$ cat src/chcb_regs.svh
// Register offsets, field positions and reset values of the clamp and blank generator
`ifndef CHCB_REGS_SVH
`define CHCB_REGS_SVH

`define CHCB_CMASK_BASE   12'h000
`define CHCB_PMASK_BASE   12'h020
`define CHCB_STATUS       12'h040
`define CHCB_SEQ_BASE     12'h100
`define CHCB_SEQ_SHIFT    7
`define CHCB_AREA_STRIDE  3

`define CHCB_W_CTL    5'h00
`define CHCB_W_CTOG   5'h01
`define CHCB_W_PTOG   5'h02
`define CHCB_W_EVEN1  5'h03
`define CHCB_W_RLEN   5'h09
`define CHCB_W_RCNT   5'h0A
`define CHCB_W_ODD1   5'h0B
`define CHCB_NWORD    17

`define CHCB_CTL_CLAMP_LVL 0
`define CHCB_CTL_PB_LVL    1
`define CHCB_CTL_PARK      2
`define CHCB_CTL_ALT_LSB   4
`define CHCB_SECOND_TOGGLE_LSB      16

`define CHCB_MASK_RST     12'hFFF
`define CHCB_PIX_TOG_RST  13'h1FFF
`define CHCB_HB_TOG_RST   13'h1FFD
`define CHCB_CTL_RST      32'h0000_0003
`define CHCB_RLEN_RST     32'h0000_0001
`define CHCB_CTL_MASK     32'h0000_0077
`define CHCB_TOGS_MASK    32'h1FFF_1FFF
`define CHCB_TOG_MASK     32'h0000_1FFF
`define CHCB_RCNT_MASK    32'h0000_00FF
`define CHCB_RESP_OKAY    2'h0
`define CHCB_RESP_SLVERR  2'h2

`endif

$ cat src/chcb_pkg.sv
// Types of the clamp and blank generator
package chcb_pkg;
	typedef logic [12:0] chcb_pix_t;
	typedef logic [11:0] chcb_line_t;
	typedef enum logic [2:0] {
		CHCB_ALT_NONE = 3'h0,
		CHCB_ALT_ODD12 = 3'h1,
		CHCB_ALT_EVEN12 = 3'h2,
		CHCB_ALT_SPLIT = 3'h3
	} chcb_alt_t;
	typedef enum logic [2:0] {
		CHCB_RP_IDLE = 3'b001,
		CHCB_RP_RUN  = 3'b010,
		CHCB_RP_DONE = 3'b100
	} chcb_rp_t;
endpackage : chcb_pkg

$ cat src/chcb_gen.sv
// Clamp, preblank and horizontal blanking pulse generator with AXI4-Lite registers
// What this block does
// - Clamp and preblank active low, level plus toggles
// - Toggles are 13-bit pixel positions, compared
// - Clamp/preblank pattern chosen per vertical sequence
// - Three clamp mask line ranges force inactive
// - Three preblank mask ranges, settings kept
// - Masks apply in every sequence
// - Mask registers reset 0xFFF, meaning disabled
// - Blanking window set by toggles only
// - Park level steers phases one and three during blanking, two and four held low
// - Blanking configuration chosen per vertical sequence
// - Six blanking toggles per line
// - Mode 0: even set every line
// - Mode 1: toggles 1-2 odd, 3-6 even
// - Mode 2: toggles 1-2 even, 3-6 odd
// - Mode 3: even set even, odd set odd
// - Odd set doubles as vertical pattern positions
// - Modes 4-7: start, end, length, repeats
// - Repeat length 13 bits, count 8 bits
// - Blanking toggles 13 bits wide
// - 13-bit pixel and 12-bit line counters
//
// Chosen here: the AXI4-Lite register port and the register addresses.
`timescale 1ns/1ps
`include "chcb_regs.svh"

module chcb_gen #(
	parameter int NUM_SEQ = 4,
	parameter int SEQ_W   = 2,
	parameter int AW      = 12
) (
	input  wire logic              aclk,
	input  wire logic              aresetn,
	input  wire logic [AW-1:0]     s_axi_awaddr,
	input  wire logic [2:0]        s_axi_awprot,
	input  wire logic              s_axi_awvalid,
	output logic                   s_axi_awready,
	input  wire logic [31:0]       s_axi_wdata,
	input  wire logic [3:0]        s_axi_wstrb,
	input  wire logic              s_axi_wvalid,
	output logic                   s_axi_wready,
	output logic [1:0]             s_axi_bresp,
	output logic                   s_axi_bvalid,
	input  wire logic              s_axi_bready,
	input  wire logic [AW-1:0]     s_axi_araddr,
	input  wire logic [2:0]        s_axi_arprot,
	input  wire logic              s_axi_arvalid,
	output logic                   s_axi_arready,
	output logic [31:0]            s_axi_rdata,
	output logic [1:0]             s_axi_rresp,
	output logic                   s_axi_rvalid,
	input  wire logic              s_axi_rready,
	input  wire chcb_pkg::chcb_pix_t  h_count,
	input  wire chcb_pkg::chcb_line_t v_count,
	input  wire logic [SEQ_W-1:0]  seq_sel,
	input  wire logic              h_phase_src,
	output logic                   optical_black_clamp_n,
	output logic                   preblank_pulse_n,
	output logic                   horizontal_blanking,
	output logic                   horiz_clock_phase_one,
	output logic                   horiz_clock_phase_two,
	output logic                   horiz_clock_phase_three,
	output logic                   horiz_clock_phase_four,
	output chcb_pkg::chcb_pix_t    vpattern_repeat_position,
	output chcb_pkg::chcb_pix_t    vpattern_hold_position,
	output chcb_pkg::chcb_pix_t    vpattern_continue_position,
	output logic                   vpattern_hold_available
);
	import chcb_pkg::*;

	logic [31:0]  seq_cfg_r [NUM_SEQ][`CHCB_NWORD];
	chcb_line_t   cmask_first_r [3];
	chcb_line_t   cmask_last_r [3];
	chcb_line_t   pmask_first_r [3];
	chcb_line_t   pmask_last_r [3];
	logic         aw_held_r, w_held_r, bvalid_r, rvalid_r;
	logic [AW-1:0] awaddr_r;
	logic [31:0]  wdata_r, rdata_r, rd_word;
	logic [3:0]   wstrb_r;
	logic [1:0]   bresp_r, rresp_r;
	logic         wr_go;
	logic         clamp_n_r, preblank_n_r, hblank_r;
	logic         h1_r, h2_r;
	chcb_pix_t    vrep_r, vhold_r, vcont_r;
	logic         hold_ok_r;

	function automatic logic [31:0] word_mask(input logic [4:0] idx);
		case (idx)
			`CHCB_W_CTL: word_mask = `CHCB_CTL_MASK;
			`CHCB_W_CTOG, `CHCB_W_PTOG: word_mask = `CHCB_TOGS_MASK;
			`CHCB_W_RCNT: word_mask = `CHCB_RCNT_MASK;
			default: word_mask = `CHCB_TOG_MASK;
		endcase
	endfunction : word_mask

	function automatic logic [31:0] word_reset(input logic [4:0] idx);
		case (idx)
			`CHCB_W_CTL: word_reset = `CHCB_CTL_RST;
			`CHCB_W_CTOG, `CHCB_W_PTOG:
				word_reset = {3'h0, `CHCB_PIX_TOG_RST, 3'h0, `CHCB_PIX_TOG_RST};
			`CHCB_W_RLEN: word_reset = `CHCB_RLEN_RST;
			`CHCB_W_RCNT: word_reset = 32'h0000_0000;
			default: word_reset = {19'h0, `CHCB_HB_TOG_RST};
		endcase
	endfunction : word_reset

	function automatic logic [31:0] merge(input logic [31:0] old, input logic [31:0] nw,
			input logic [3:0] strb);
		for (int b = 0; b < 4; b++) begin
			if (strb[b]) begin
				old[8*b +: 8] = nw[8*b +: 8];
			end
		end
		merge = old;
	endfunction : merge

	// Pixel counter has reached a toggle position
	function automatic logic passed(input chcb_pix_t h, input chcb_pix_t t);
		passed = (h >= t);
	endfunction : passed

	function automatic logic in_area(input chcb_line_t v, input chcb_line_t first,
			input chcb_line_t last);
		in_area = (first != `CHCB_MASK_RST) && (v >= first) && (v <= last);
	endfunction : in_area

	// Sequence slot of an address, or the status/mask window below it
	function automatic logic addr_ok(input logic [AW-1:0] a);
		logic [AW-1:0] off;
		off = a - AW'(`CHCB_SEQ_BASE);
		if (a < AW'(`CHCB_SEQ_BASE)) begin
			addr_ok = (a[1:0] == 2'h0) && ((a[AW-1:3] < AW'(8) && a[4:3] != 2'h3
				&& a[AW-1:6] == '0) || a == AW'(`CHCB_STATUS));
		end else begin
			addr_ok = (a[1:0] == 2'h0) && (32'(off >> `CHCB_SEQ_SHIFT) < NUM_SEQ)
				&& (32'(off[6:2]) < `CHCB_NWORD);
		end
	endfunction : addr_ok

	// AXI4-Lite write channel, one write under way at a time
	assign s_axi_awready = !aw_held_r && !bvalid_r;
	assign s_axi_wready  = !w_held_r && !bvalid_r;
	assign wr_go         = aw_held_r && w_held_r && !bvalid_r;
	assign s_axi_bvalid  = bvalid_r;
	assign s_axi_bresp   = bresp_r;

	always_ff @(posedge aclk) begin
		if (!aresetn) begin
			aw_held_r <= 1'b0;
			w_held_r  <= 1'b0;
			bvalid_r  <= 1'b0;
			bresp_r   <= `CHCB_RESP_OKAY;
			awaddr_r  <= '0;
			wdata_r   <= 32'h0000_0000;
			wstrb_r   <= 4'h0;
		end else begin
			if (s_axi_awvalid && s_axi_awready) begin
				aw_held_r <= 1'b1;
				awaddr_r  <= s_axi_awaddr;
			end
			if (s_axi_wvalid && s_axi_wready) begin
				w_held_r <= 1'b1;
				wdata_r  <= s_axi_wdata;
				wstrb_r  <= s_axi_wstrb;
			end
			if (wr_go) begin
				aw_held_r <= 1'b0;
				w_held_r  <= 1'b0;
				bvalid_r  <= 1'b1;
				bresp_r   <= (addr_ok(awaddr_r) && awaddr_r != AW'(`CHCB_STATUS)) ?
					`CHCB_RESP_OKAY : `CHCB_RESP_SLVERR;
			end else if (bvalid_r && s_axi_bready) begin
				bvalid_r <= 1'b0;
			end
		end
	end

	// Line mask areas, common to every sequence
	always_ff @(posedge aclk) begin
		if (!aresetn) begin
			for (int k = 0; k < 3; k++) begin
				cmask_first_r[k] <= `CHCB_MASK_RST;
				cmask_last_r[k]  <= `CHCB_MASK_RST;
				pmask_first_r[k] <= `CHCB_MASK_RST;
				pmask_last_r[k]  <= `CHCB_MASK_RST;
			end
		end else if (wr_go && addr_ok(awaddr_r) && awaddr_r < AW'(`CHCB_STATUS)) begin
			for (int k = 0; k < 3; k++) begin
				if (32'(awaddr_r[4:3]) == k) begin
					case ({awaddr_r[5], awaddr_r[2]})
						2'b00: cmask_first_r[k] <= 12'(merge({20'h0, cmask_first_r[k]},
							wdata_r, wstrb_r));
						2'b01: cmask_last_r[k] <= 12'(merge({20'h0, cmask_last_r[k]},
							wdata_r, wstrb_r));
						2'b10: pmask_first_r[k] <= 12'(merge({20'h0, pmask_first_r[k]},
							wdata_r, wstrb_r));
						default: pmask_last_r[k] <= 12'(merge({20'h0, pmask_last_r[k]},
							wdata_r, wstrb_r));
					endcase
				end
			end
		end
	end

	// Per-sequence pattern words
	always_ff @(posedge aclk) begin
		logic [AW-1:0] off;
		off = awaddr_r - AW'(`CHCB_SEQ_BASE);
		if (!aresetn) begin
			for (int s = 0; s < NUM_SEQ; s++) begin
				for (int w = 0; w < `CHCB_NWORD; w++) begin
					seq_cfg_r[s][w] <= word_reset(5'(w));
				end
			end
		end else if (wr_go && addr_ok(awaddr_r) && awaddr_r >= AW'(`CHCB_SEQ_BASE)) begin
			seq_cfg_r[32'(off >> `CHCB_SEQ_SHIFT)][off[6:2]] <=
				merge(seq_cfg_r[32'(off >> `CHCB_SEQ_SHIFT)][off[6:2]], wdata_r, wstrb_r)
				& word_mask(off[6:2]);
		end
	end

	// AXI4-Lite read channel
	always_comb begin
		logic [AW-1:0] off;
		off = s_axi_araddr - AW'(`CHCB_SEQ_BASE);
		rd_word = 32'h0000_0000;
		if (!addr_ok(s_axi_araddr)) begin
			rd_word = 32'h0000_0000;
		end else if (s_axi_araddr == AW'(`CHCB_STATUS)) begin
			rd_word = {4'h0, v_count, 8'(seq_sel), 5'h0, hblank_r, preblank_n_r, clamp_n_r};
		end else if (s_axi_araddr >= AW'(`CHCB_SEQ_BASE)) begin
			rd_word = seq_cfg_r[32'(off >> `CHCB_SEQ_SHIFT)][off[6:2]];
		end else begin
			case ({s_axi_araddr[5], s_axi_araddr[2]})
				2'b00: rd_word = {20'h0, cmask_first_r[s_axi_araddr[4:3]]};
				2'b01: rd_word = {20'h0, cmask_last_r[s_axi_araddr[4:3]]};
				2'b10: rd_word = {20'h0, pmask_first_r[s_axi_araddr[4:3]]};
				default: rd_word = {20'h0, pmask_last_r[s_axi_araddr[4:3]]};
			endcase
		end
	end

	assign s_axi_arready = !rvalid_r;
	assign s_axi_rvalid  = rvalid_r;
	assign s_axi_rdata   = rdata_r;
	assign s_axi_rresp   = rresp_r;

	always_ff @(posedge aclk) begin
		if (!aresetn) begin
			rvalid_r <= 1'b0;
			rdata_r  <= 32'h0000_0000;
			rresp_r  <= `CHCB_RESP_OKAY;
		end else if (s_axi_arvalid && s_axi_arready) begin
			rvalid_r <= 1'b1;
			rdata_r  <= rd_word;
			rresp_r  <= addr_ok(s_axi_araddr) ? `CHCB_RESP_OKAY : `CHCB_RESP_SLVERR;
		end else if (rvalid_r && s_axi_rready) begin
			rvalid_r <= 1'b0;
		end
	end

	// Active sequence configuration
	logic [SEQ_W-1:0] sel;
	logic [31:0]      ctl, ctog, ptog;
	chcb_pix_t        even_e [6];
	chcb_pix_t        odd_e [6];
	chcb_pix_t        rp_len, rp_pos_r, rp_pos_now;
	logic [7:0]       rp_cnt, rp_done_r;
	logic [2:0]       alt;
	logic             odd_line, cmasked, pmasked, clamp_lvl, pb_lvl;
	logic             tog_lvl, pat_lvl, window, rp_start, rp_active, blank_nxt;
	chcb_rp_t         rp_state_r;

	assign sel    = (32'(seq_sel) < NUM_SEQ) ? seq_sel : '0;
	assign ctl    = seq_cfg_r[sel][`CHCB_W_CTL];
	assign ctog   = seq_cfg_r[sel][`CHCB_W_CTOG];
	assign ptog   = seq_cfg_r[sel][`CHCB_W_PTOG];
	assign alt    = ctl[`CHCB_CTL_ALT_LSB +: 3];
	assign rp_len = seq_cfg_r[sel][`CHCB_W_RLEN][12:0];
	assign rp_cnt = seq_cfg_r[sel][`CHCB_W_RCNT][7:0];
	assign odd_line = v_count[0];

	always_comb begin
		for (int i = 0; i < 6; i++) begin
			even_e[i] = seq_cfg_r[sel][`CHCB_W_EVEN1 + i][12:0];
			odd_e[i]  = seq_cfg_r[sel][`CHCB_W_ODD1 + i][12:0];
		end
	end

	// Levels restart from the start level at pixel zero of every line
	always_comb begin
		cmasked = 1'b0;
		pmasked = 1'b0;
		for (int k = 0; k < 3; k++) begin
			cmasked = cmasked | in_area(v_count, cmask_first_r[k], cmask_last_r[k]);
			pmasked = pmasked | in_area(v_count, pmask_first_r[k], pmask_last_r[k]);
		end
		clamp_lvl = ctl[`CHCB_CTL_CLAMP_LVL] ^ passed(h_count, ctog[12:0])
			^ passed(h_count, ctog[`CHCB_SECOND_TOGGLE_LSB +: 13]);
		pb_lvl = ctl[`CHCB_CTL_PB_LVL] ^ passed(h_count, ptog[12:0])
			^ passed(h_count, ptog[`CHCB_SECOND_TOGGLE_LSB +: 13]);
	end

	// Toggle set chosen by alternation mode and line parity
	always_comb begin
		tog_lvl = 1'b0;
		case (alt)
			CHCB_ALT_NONE: begin
				for (int i = 0; i < 6; i++) tog_lvl ^= passed(h_count, even_e[i]);
			end
			CHCB_ALT_ODD12, CHCB_ALT_EVEN12: begin
				for (int i = 0; i < 6; i++) begin
					if ((i < 2) == (odd_line ^ (alt == CHCB_ALT_EVEN12))) begin
						tog_lvl ^= passed(h_count, even_e[i]);
					end
				end
			end
			CHCB_ALT_SPLIT: begin
				for (int i = 0; i < 6; i++) begin
					tog_lvl ^= passed(h_count, odd_line ? odd_e[i] : even_e[i]);
				end
			end
			default: tog_lvl = 1'b0;
		endcase
	end

	// Repeated pattern: toggles one to four measured within each pattern period
	assign window     = passed(h_count, even_e[4]) && !passed(h_count, even_e[5]);
	assign rp_start   = (h_count == even_e[4]) && (rp_cnt != 8'h00);
	assign rp_active  = (rp_state_r == CHCB_RP_RUN) || rp_start;
	assign rp_pos_now = (rp_state_r == CHCB_RP_RUN) ? rp_pos_r : 13'h0000;

	always_comb begin
		pat_lvl = 1'b0;
		for (int i = 0; i < 4; i++) pat_lvl ^= passed(rp_pos_now, even_e[i]);
	end

	always_ff @(posedge aclk) begin
		if (!aresetn || h_count == 13'h0000 || alt < 3'h4) begin
			rp_state_r <= CHCB_RP_IDLE;
			rp_pos_r   <= 13'h0000;
			rp_done_r  <= 8'h00;
		end else begin
			case (rp_state_r)
				CHCB_RP_IDLE, CHCB_RP_RUN: begin
					if (rp_active) begin
						rp_state_r <= CHCB_RP_RUN;
						rp_pos_r   <= 13'(rp_pos_now + 13'h0001);
						if (rp_pos_now + 13'h0001 >= rp_len) begin
							rp_pos_r  <= 13'h0000;
							rp_done_r <= 8'(rp_done_r + 8'h01);
							if (8'(rp_done_r + 8'h01) == rp_cnt) rp_state_r <= CHCB_RP_DONE;
						end
					end
				end
				CHCB_RP_DONE: rp_state_r <= CHCB_RP_DONE;
				default: rp_state_r <= CHCB_RP_IDLE;
			endcase
		end
	end

	// Blanking is a window from toggles alone, no start level
	assign blank_nxt = (alt >= 3'h4) ? (window ^ (rp_active && pat_lvl)) : tog_lvl;

	always_ff @(posedge aclk) begin
		if (!aresetn) begin
			clamp_n_r    <= 1'b1;
			preblank_n_r <= 1'b1;
			hblank_r     <= 1'b0;
		end else begin
			clamp_n_r    <= cmasked | clamp_lvl;
			preblank_n_r <= pmasked | pb_lvl;
			hblank_r     <= blank_nxt;
		end
	end

	// Phases parked during blanking
	always_ff @(posedge aclk) begin
		if (!aresetn) begin
			h1_r <= 1'b0;
			h2_r <= 1'b0;
		end else begin
			h1_r <= blank_nxt ? ctl[`CHCB_CTL_PARK] : h_phase_src;
			h2_r <= blank_nxt ? 1'b0 : !h_phase_src;
		end
	end

	// Odd set also serves vertical pattern repeat and hold
	always_ff @(posedge aclk) begin
		if (!aresetn) begin
			vrep_r    <= `CHCB_HB_TOG_RST;
			vhold_r   <= `CHCB_HB_TOG_RST;
			vcont_r   <= `CHCB_HB_TOG_RST;
			hold_ok_r <= 1'b1;
		end else begin
			vrep_r    <= odd_e[0];
			vhold_r   <= odd_e[2];
			vcont_r   <= odd_e[3];
			hold_ok_r <= (alt != CHCB_ALT_SPLIT);
		end
	end

	assign optical_black_clamp_n      = clamp_n_r;
	assign preblank_pulse_n           = preblank_n_r;
	assign horizontal_blanking        = hblank_r;
	assign horiz_clock_phase_one      = h1_r;
	assign horiz_clock_phase_three    = h1_r;
	assign horiz_clock_phase_two      = h2_r;
	assign horiz_clock_phase_four     = h2_r;
	assign vpattern_repeat_position   = vrep_r;
	assign vpattern_hold_position     = vhold_r;
	assign vpattern_continue_position = vcont_r;
	assign vpattern_hold_available    = hold_ok_r;

endmodule : chcb_gen

$ cat config.mk
export PLATFORM = sky130hd
export DESIGN_NAME = chcb_gen
export DESIGN_NICKNAME = d
export VERILOG_FILES = /design/src/chcb_pkg.sv /design/src/chcb_gen.sv
export VERILOG_INCLUDE_DIRS = /design/src
export SDC_FILE = /design/constraint.sdc
export NUM_CORES = 2
export LEC_CHECK = 0
export ABC_AREA = 0
export BUFFER_PORTS_ARGS = -buffer_cell sky130_fd_sc_hd__buf_2
export CAP_MARGIN = 0
export CORE_MARGIN = 1
export CORE_UTILIZATION = 25
export CTS_BUF_LIST = sky130_fd_sc_hd__clkbuf_4 sky130_fd_sc_hd__clkbuf_8 sky130_fd_sc_hd__clkbuf_16
export CTS_CLUSTER_DIAMETER = 40
export DETAILED_ROUTE_END_ITERATION = 8
export PLACE_DENSITY = 0.41
export SYNTH_ARGS = -nofsm -noshare
export SYNTH_HDL_FRONTEND = slang
export SYNTH_SLANG_ARGS = --single-unit
$ cat constraint.sdc
create_clock -name aclk -period 6.35 [get_ports aclk]
set_clock_uncertainty 0.15 [all_clocks]
set_input_delay 1.5875 -clock aclk [delete_from_list [all_inputs] [get_ports aclk]]
set_output_delay 1.5875 -clock aclk [all_outputs]
set_load 0.01 [all_outputs]
==> flow_summary.html <==
<table>
<tr><th>Metric</th><th>Value</th></tr>
<tr><th colspan="2">Run status</th></tr>
<tr><td>Run status</td><td>finished, final reports clean</td></tr>
<tr><th colspan="2">Flow run</th></tr>
<tr><td>Maximum capacitance violations</td><td>0</td></tr>
<tr><th colspan="2">Drt</th></tr>
<tr><td>Detailed-route wire length per cell</td><td>~32 µm</td></tr>
<tr><td>Top Layer Used</td><td>met5</td></tr>
<tr><td>Detailed-route wire length</td><td>~490000 µm</td></tr>
<tr><td>Router iterations before antenna repair</td><td>6</td></tr>
<tr><td>Detailed-routed wire length on met2</td><td>238000 µm</td></tr>
<tr><td>Number of remaining DRC errors</td><td>0</td></tr>
<tr><td>Vias per Instance</td><td>roughly 5.1</td></tr>
<tr><td>Detailed route wirelength on metal3</td><td>35400 µm</td></tr>
<tr><td>Vias after detailed routing</td><td>77800</td></tr>
<tr><td>Routed length on met1</td><td>195000 µm</td></tr>
<tr><td>Iteration-0 DRC Markers</td><td>9218</td></tr>
<tr><td>Number of nets still failing antenna checks after routing</td><td>0</td></tr>
<tr><th colspan="2">Setup path</th></tr>
<tr><td>Endpoint required time on the critical path</td><td>7050 ps</td></tr>
<tr><td>Worst path top cell family by delay</td><td>simple AND/OR/NAND/NOR gates</td></tr>
<tr><td>Worst setup EP type</td><td>flip-flop</td></tr>
<tr><td>Most repeated library cell on the critical path</td><td>sky130_fd_sc_hd__buf_12</td></tr>
<tr><td>Worst path cell trace</td><td>buf_8, buf_12, buf_12, mux4_2, inv_1, ha_1, and4_1, a221o_1, nor3_1, buf_4, xor2_1, or4b_2, nand4_1, a211oi_1, o21ai_0, o211ai_1, buf_12, mux2i_1</td></tr>
<tr><td>Arrival @ worst endpoint</td><td>6210 ps</td></tr>
<tr><td>Maximum fanout along the worst path</td><td>17</td></tr>
<tr><td>CP max stage delay</td><td>610 ps</td></tr>
<tr><td>CP max-delay cell</td><td>sky130_fd_sc_hd__or4b_2</td></tr>
<tr><td>Type of element launching the critical path</td><td>input pin</td></tr>
<tr><td>Number of buffer and inverter instances along the worst setup path</td><td>6</td></tr>
<tr><td>Critical Setup Path Class</td><td>in -&gt; reg</td></tr>
<tr><th colspan="2">Synth</th></tr>
<tr><td>Post-synthesis cell area</td><td>115000 µm²</td></tr>
<tr><td>Proportion of synthesized area in mux cells</td><td>27.8%</td></tr>
<tr><td>Cell type with the highest aggregate area in the netlist</td><td>sky130_fd_sc_hd__edfxtp_1</td></tr>
<tr><td>Synthesized instance count</td><td>7596</td></tr>
<tr><td>Combinational family with the most area after synthesis</td><td>multiplexers</td></tr>
<tr><td>Cell variety after synth</td><td>76</td></tr>
<tr><td>Count of flip-flops with a built-in enable after synthesis</td><td>1912</td></tr>
<tr><td>Share of the yosys chip area belonging to registers</td><td>52.5%</td></tr>
<tr><td>Post-synth top area share</td><td>50.0%</td></tr>
<tr><td>Fraction of the mapped netlist area in adder cells</td><td>around 4.6%</td></tr>
<tr><td>Async set or reset register ratio after synthesis</td><td>0%</td></tr>
<tr><td>Share of synthesized cell area in and, or, nand and nor gates</td><td>7.28%</td></tr>
<tr><td>Average footprint of a synthesized cell</td><td>15.1 µm²</td></tr>
<tr><td>Count of warnings emitted by yosys</td><td>0</td></tr>
<tr><td>Synth area leaders</td><td>sky130_fd_sc_hd__edfxtp_1 50%, sky130_fd_sc_hd__mux4_2 26%, sky130_fd_sc_hd__ha_1 4.6%</td></tr>
<tr><td>Flip-flop and latch count after synthesis</td><td>2055</td></tr>
<tr><td>XOR/XNOR share of the synthesized area</td><td>0.357%</td></tr>
<tr><td>Dominant synthesized flop cell</td><td>sky130_fd_sc_hd__edfxtp_1</td></tr>
<tr><td>Synth Area in Compound Gates</td><td>4.07%</td></tr>
<tr><th colspan="2">Clock network</th></tr>
<tr><td>CTS sink cnt</td><td>2055</td></tr>
<tr><td>Root Buffer</td><td>sky130_fd_sc_hd__clkbuf_16</td></tr>
<tr><td>Skew-Pair Late Insertion Delay</td><td>1010 ps</td></tr>
<tr><td>TritonCTS Buffers</td><td>between 300 and 400</td></tr>
<tr><td>TritonCTS clock tree</td><td>built</td></tr>
<tr><td>Quantity of hold-fixing buffers added after cts</td><td>0</td></tr>
<tr><td>CTS clk-pin slew, worst paths</td><td>about 50 ps</td></tr>
<tr><td>Number of buffers on the longest clock path</td><td>4</td></tr>
<tr><td>Number of gates given a new drive strength after cts</td><td>0</td></tr>
<tr><td>CTS H-tree lvls</td><td>5</td></tr>
<tr><td>Post-CTS setup repair buffer count</td><td>0</td></tr>
<tr><th colspan="2">Final layout</th></tr>
<tr><td>Number of fillers in the final layout</td><td>around 45000</td></tr>
<tr><td>Fin util</td><td>31.2%</td></tr>
<tr><td>Design Area, Final</td><td>143000 µm²</td></tr>
<tr><td>Area growth from synthesis to final layout</td><td>24.2%</td></tr>
<tr><td>Fraction of layout instances using a drive strength above 1</td><td>between 30% and 40%</td></tr>
<tr><td>NumNets Final</td><td>between 9000 and 10000</td></tr>
<tr><th colspan="2">STA</th></tr>
<tr><td>Total of endpoints with negative setup slack in the final report</td><td>0</td></tr>
<tr><td>Max-slew violation count</td><td>0</td></tr>
<tr><td>Post-route clock period utilization</td><td>roughly 87%</td></tr>
<tr><td>Worst slew slack as a fraction of its limit</td><td>15.1%</td></tr>
<tr><td>Worst hold margin</td><td>312 ps</td></tr>
<tr><td>Number of failing hold endpoints at the final stage</td><td>0</td></tr>
<tr><td>Unrepaired setup endpoints after global routing</td><td>false</td></tr>
<tr><td>Final Critical Period</td><td>roughly 5500 ps</td></tr>
<tr><td>Achievable clock frequency</td><td>181 MHz</td></tr>
<tr><td>Total negative setup slack</td><td>0 ps</td></tr>
<tr><td>Actual transition at the worst max-transition pin</td><td>1270 ps</td></tr>
<tr><th colspan="2">Worst hold path</th></tr>
<tr><td>Path category of the worst min-delay check</td><td>reg -&gt; reg</td></tr>
<tr><th colspan="2">Power</th></tr>
<tr><td>Relative contribution of the clock network to total power</td><td>51.4%</td></tr>
<tr><td>PwrDens</td><td>297 nW/µm²</td></tr>
<tr><td>Reg power frac</td><td>36.9%</td></tr>
<tr><td>Largest vdd supply drop</td><td>about 0.00022 V</td></tr>
<tr><td>Design internal power</td><td>0.0309 W</td></tr>
<tr><td>Switching power</td><td>between 0.01 and 0.015 W</td></tr>
<tr><td>Design Power</td><td>0.0423 W</td></tr>
<tr><td>Switching Share</td><td>between 20% and 30%</td></tr>
<tr><td>Logic pwr share</td><td>around an eighth</td></tr>
<tr><td>Static leakage</td><td>48.0 nW</td></tr>
<tr><th colspan="2">Place</th></tr>
<tr><td>Detailed Place HPWL</td><td>about 340000 µm</td></tr>
<tr><td>Final GP Congestion</td><td>0.902</td></tr>
<tr><td>Number of buffers inserted by port buffering</td><td>168</td></tr>
<tr><td>Cell Area, Placed</td><td>129000 µm²</td></tr>
<tr><th colspan="2">Global routing</th></tr>
<tr><td>Global-route wire length before repair</td><td>667000 µm</td></tr>
<tr><td>Antenna violations before repair</td><td>60</td></tr>
<tr><td>Gr usage total</td><td>a little over a fifth</td></tr>
<tr><td>Total grt overflow</td><td>0</td></tr>
<tr><td>Pin count of the biggest net entering global routing</td><td>97</td></tr>
<tr><td>Vias in the first global route</td><td>77800</td></tr>
<tr><th colspan="2">Floorplan</th></tr>
<tr><td>Starting Density</td><td>25.1%</td></tr>
<tr><td>Total number of placement rows</td><td>248</td></tr>
<tr><td>Die area</td><td>462000 µm²</td></tr>
<tr><td>Area of the core region</td><td>about 460000 µm²</td></tr>
<tr><td>Horizontal extent of the die</td><td>679 µm</td></tr>
<tr><td>Number of top-level pins</td><td>around 190</td></tr>
<tr><td>Height of the chip</td><td>679 µm</td></tr>
</table>
==> logic make-up (layout without fill, tap and decap cells) <==
group                    count (synthesis)  after routing
other                                    1            855
flip-flops                            2055           2055
buffers and inverters                  900           1636
AND/OR/NAND/NOR                       1933           1933
multiplexers                          1517           1517
adder cells (fa/ha/maj)                424            424
AO/OA/AOI/OAI                          724            724
XOR/XNOR                                42             42
==> flip-flops by register name, indices dropped and copies added (netlist names), 8 cells and up <==
register                    flops
seq_cfg_r                    1768
vpattern_hold_position         13
cmask_first_r                  36
vpattern_continue_position     13
wdata_r                        26
vpattern_repeat_position       13
s_axi_rdata                    26
rp_pos_r                       13
awaddr_r                       12
pmask_last_r                   36
pmask_first_r                  36
rp_done_r                       8
cmask_last_r                   36
==> tightest hold or removal path, stage by stage (launching register included) <==
cell and delay (ps):
sky130_fd_sc_hd__dfxtp_1 300, sky130_fd_sc_hd__nand2_1 50, sky130_fd_sc_hd__a21boi_0 60
==> power by group through the flow <==
stage / sequential, W / clock, W / combinational [W]
4_1_cts: 0.0156 / 0.0221 / 0.00497
6_report: 0.0156 / 0.0218 / 0.00494
3_5_place_dp: 0.0159 / 0 / 0.00495
5_1_grt: 0.0157 / 0.0226 / 0.00512
2_1_floorplan: 0.0157 / 0 / 0.00263
3_3_place_gp: 0.0158 / 0 / 0.00494
==> path summary, 6_finish.rpt <==
path,from,endpoint,slack [ps],cells after the start
worst max-delay path,seq_sel[0],horiz_clock_phase_one,840,18
worst min-delay path,wdata_r[26],wdata_r[26],310,2
worst max register to register,awaddr_r[8],seq_cfg_r[1][220],930,14
worst min register to register,wdata_r[26],wdata_r[26],310,2
==> layout by cell type, fill, tap and decap left out, drive strengths merged, types with 12 or more instances in the layout <==
master | synthesis | layout
edfxtp | 1912 | 1912
o21a | 15 | 15
buf | 306 | 619
a222oi | 14 | 14
nor2 | 300 | 300
bufinv | 0 | 54
mux2i | 160 | 160
o22ai | 15 | 15
nand3 | 47 | 47
a21oi | 161 | 161
a21boi | 46 | 46
a22oi | 26 | 26
mux4 | 1333 | 1333
a31oi | 23 | 23
nor4 | 13 | 13
nand2b | 110 | 110
a2111oi | 13 | 13
a221oi | 21 | 21
nand4 | 61 | 61
o21ai | 203 | 203
clkinvlp | 0 | 43
mux2 | 24 | 24
o211ai | 18 | 18
diode | 0 | 19
a21o | 74 | 74
clkbuf | 303 | 447
nor2b | 67 | 67
or3 | 24 | 24
dfxtp | 143 | 143
clkinv | 1 | 154
ha | 424 | 424
or2 | 16 | 16
nand2 | 1183 | 1183
inv | 290 | 319
and2 | 28 | 28
and3 | 12 | 12
conb | 1 | 836
nor3 | 44 | 44
a211oi | 34 | 34
xnor2 | 28 | 28
==> per-layer routing <==
layer	vias to the layer above	track usage [%]
li1	32000	-
met1	41300	26.6
met2	3690	34.8
met3	808	3.44
met4	8	9.42
met5	-	0
==> area by class of cell <==
cell class | count | area (µm²) | share of cell area (%)
timing repair buffer | 619 | 5380 | 3.78
inverter | 291 | 1100 | 0.770
clock inverter | 279 | 3550 | 2.49
tap | 6125 | 7660 | 5.38
clock buffer | 447 | 10300 | 7.23
antenna | 19 | 47.5 | 0.0334
multi-input combinational | 5476 | 54200 | 38.0
sequential | 2055 | 60300 | 42.3
==> through the flow <==
step	worst slack, ps	std cells
after floorplan	144	8431
after global placement	-298	14600
after detailed placement	-188	14600
after CTS	867	15300
after global routing	547	15300
final	836	15300
==> cell usage after synthesis, types with 12 or more instances <==
| master | count |
|---|---|
| sky130_fd_sc_hd__edfxtp_1 | 1912 |
| sky130_fd_sc_hd__mux4_2 | 1333 |
| sky130_fd_sc_hd__nand2_1 | 1179 |
| sky130_fd_sc_hd__ha_1 | 424 |
| sky130_fd_sc_hd__clkbuf_1 | 303 |
| sky130_fd_sc_hd__nor2_1 | 299 |
| sky130_fd_sc_hd__inv_1 | 288 |
| sky130_fd_sc_hd__o21ai_0 | 191 |
| sky130_fd_sc_hd__buf_2 | 178 |
| sky130_fd_sc_hd__a21oi_1 | 161 |
| sky130_fd_sc_hd__mux2i_1 | 160 |
| sky130_fd_sc_hd__dfxtp_1 | 143 |
| sky130_fd_sc_hd__nand2b_1 | 110 |
| sky130_fd_sc_hd__buf_1 | 80 |
| sky130_fd_sc_hd__a21o_1 | 74 |
| sky130_fd_sc_hd__nor2b_1 | 67 |
| sky130_fd_sc_hd__nand4_1 | 61 |
| sky130_fd_sc_hd__nand3_1 | 47 |
| sky130_fd_sc_hd__a21boi_0 | 46 |
| sky130_fd_sc_hd__nor3_1 | 41 |
| sky130_fd_sc_hd__a211oi_1 | 34 |
| sky130_fd_sc_hd__buf_4 | 34 |
| sky130_fd_sc_hd__xnor2_1 | 28 |
| sky130_fd_sc_hd__and2_1 | 27 |
| sky130_fd_sc_hd__a22oi_1 | 26 |
| sky130_fd_sc_hd__mux2_2 | 24 |
| sky130_fd_sc_hd__or3_1 | 24 |
| sky130_fd_sc_hd__a31oi_1 | 23 |
| sky130_fd_sc_hd__a221oi_1 | 21 |
| sky130_fd_sc_hd__o211ai_1 | 17 |
| sky130_fd_sc_hd__or2_2 | 16 |
| sky130_fd_sc_hd__o21a_1 | 15 |
| sky130_fd_sc_hd__o22ai_1 | 15 |
| sky130_fd_sc_hd__a222oi_1 | 14 |
| sky130_fd_sc_hd__buf_6 | 14 |
| sky130_fd_sc_hd__a2111oi_0 | 13 |
| sky130_fd_sc_hd__nor4_1 | 13 |
| sky130_fd_sc_hd__and3_1 | 12 |
| sky130_fd_sc_hd__o21ai_1 | 12 |
Note: power is estimated with default switching activity, not from simulation.
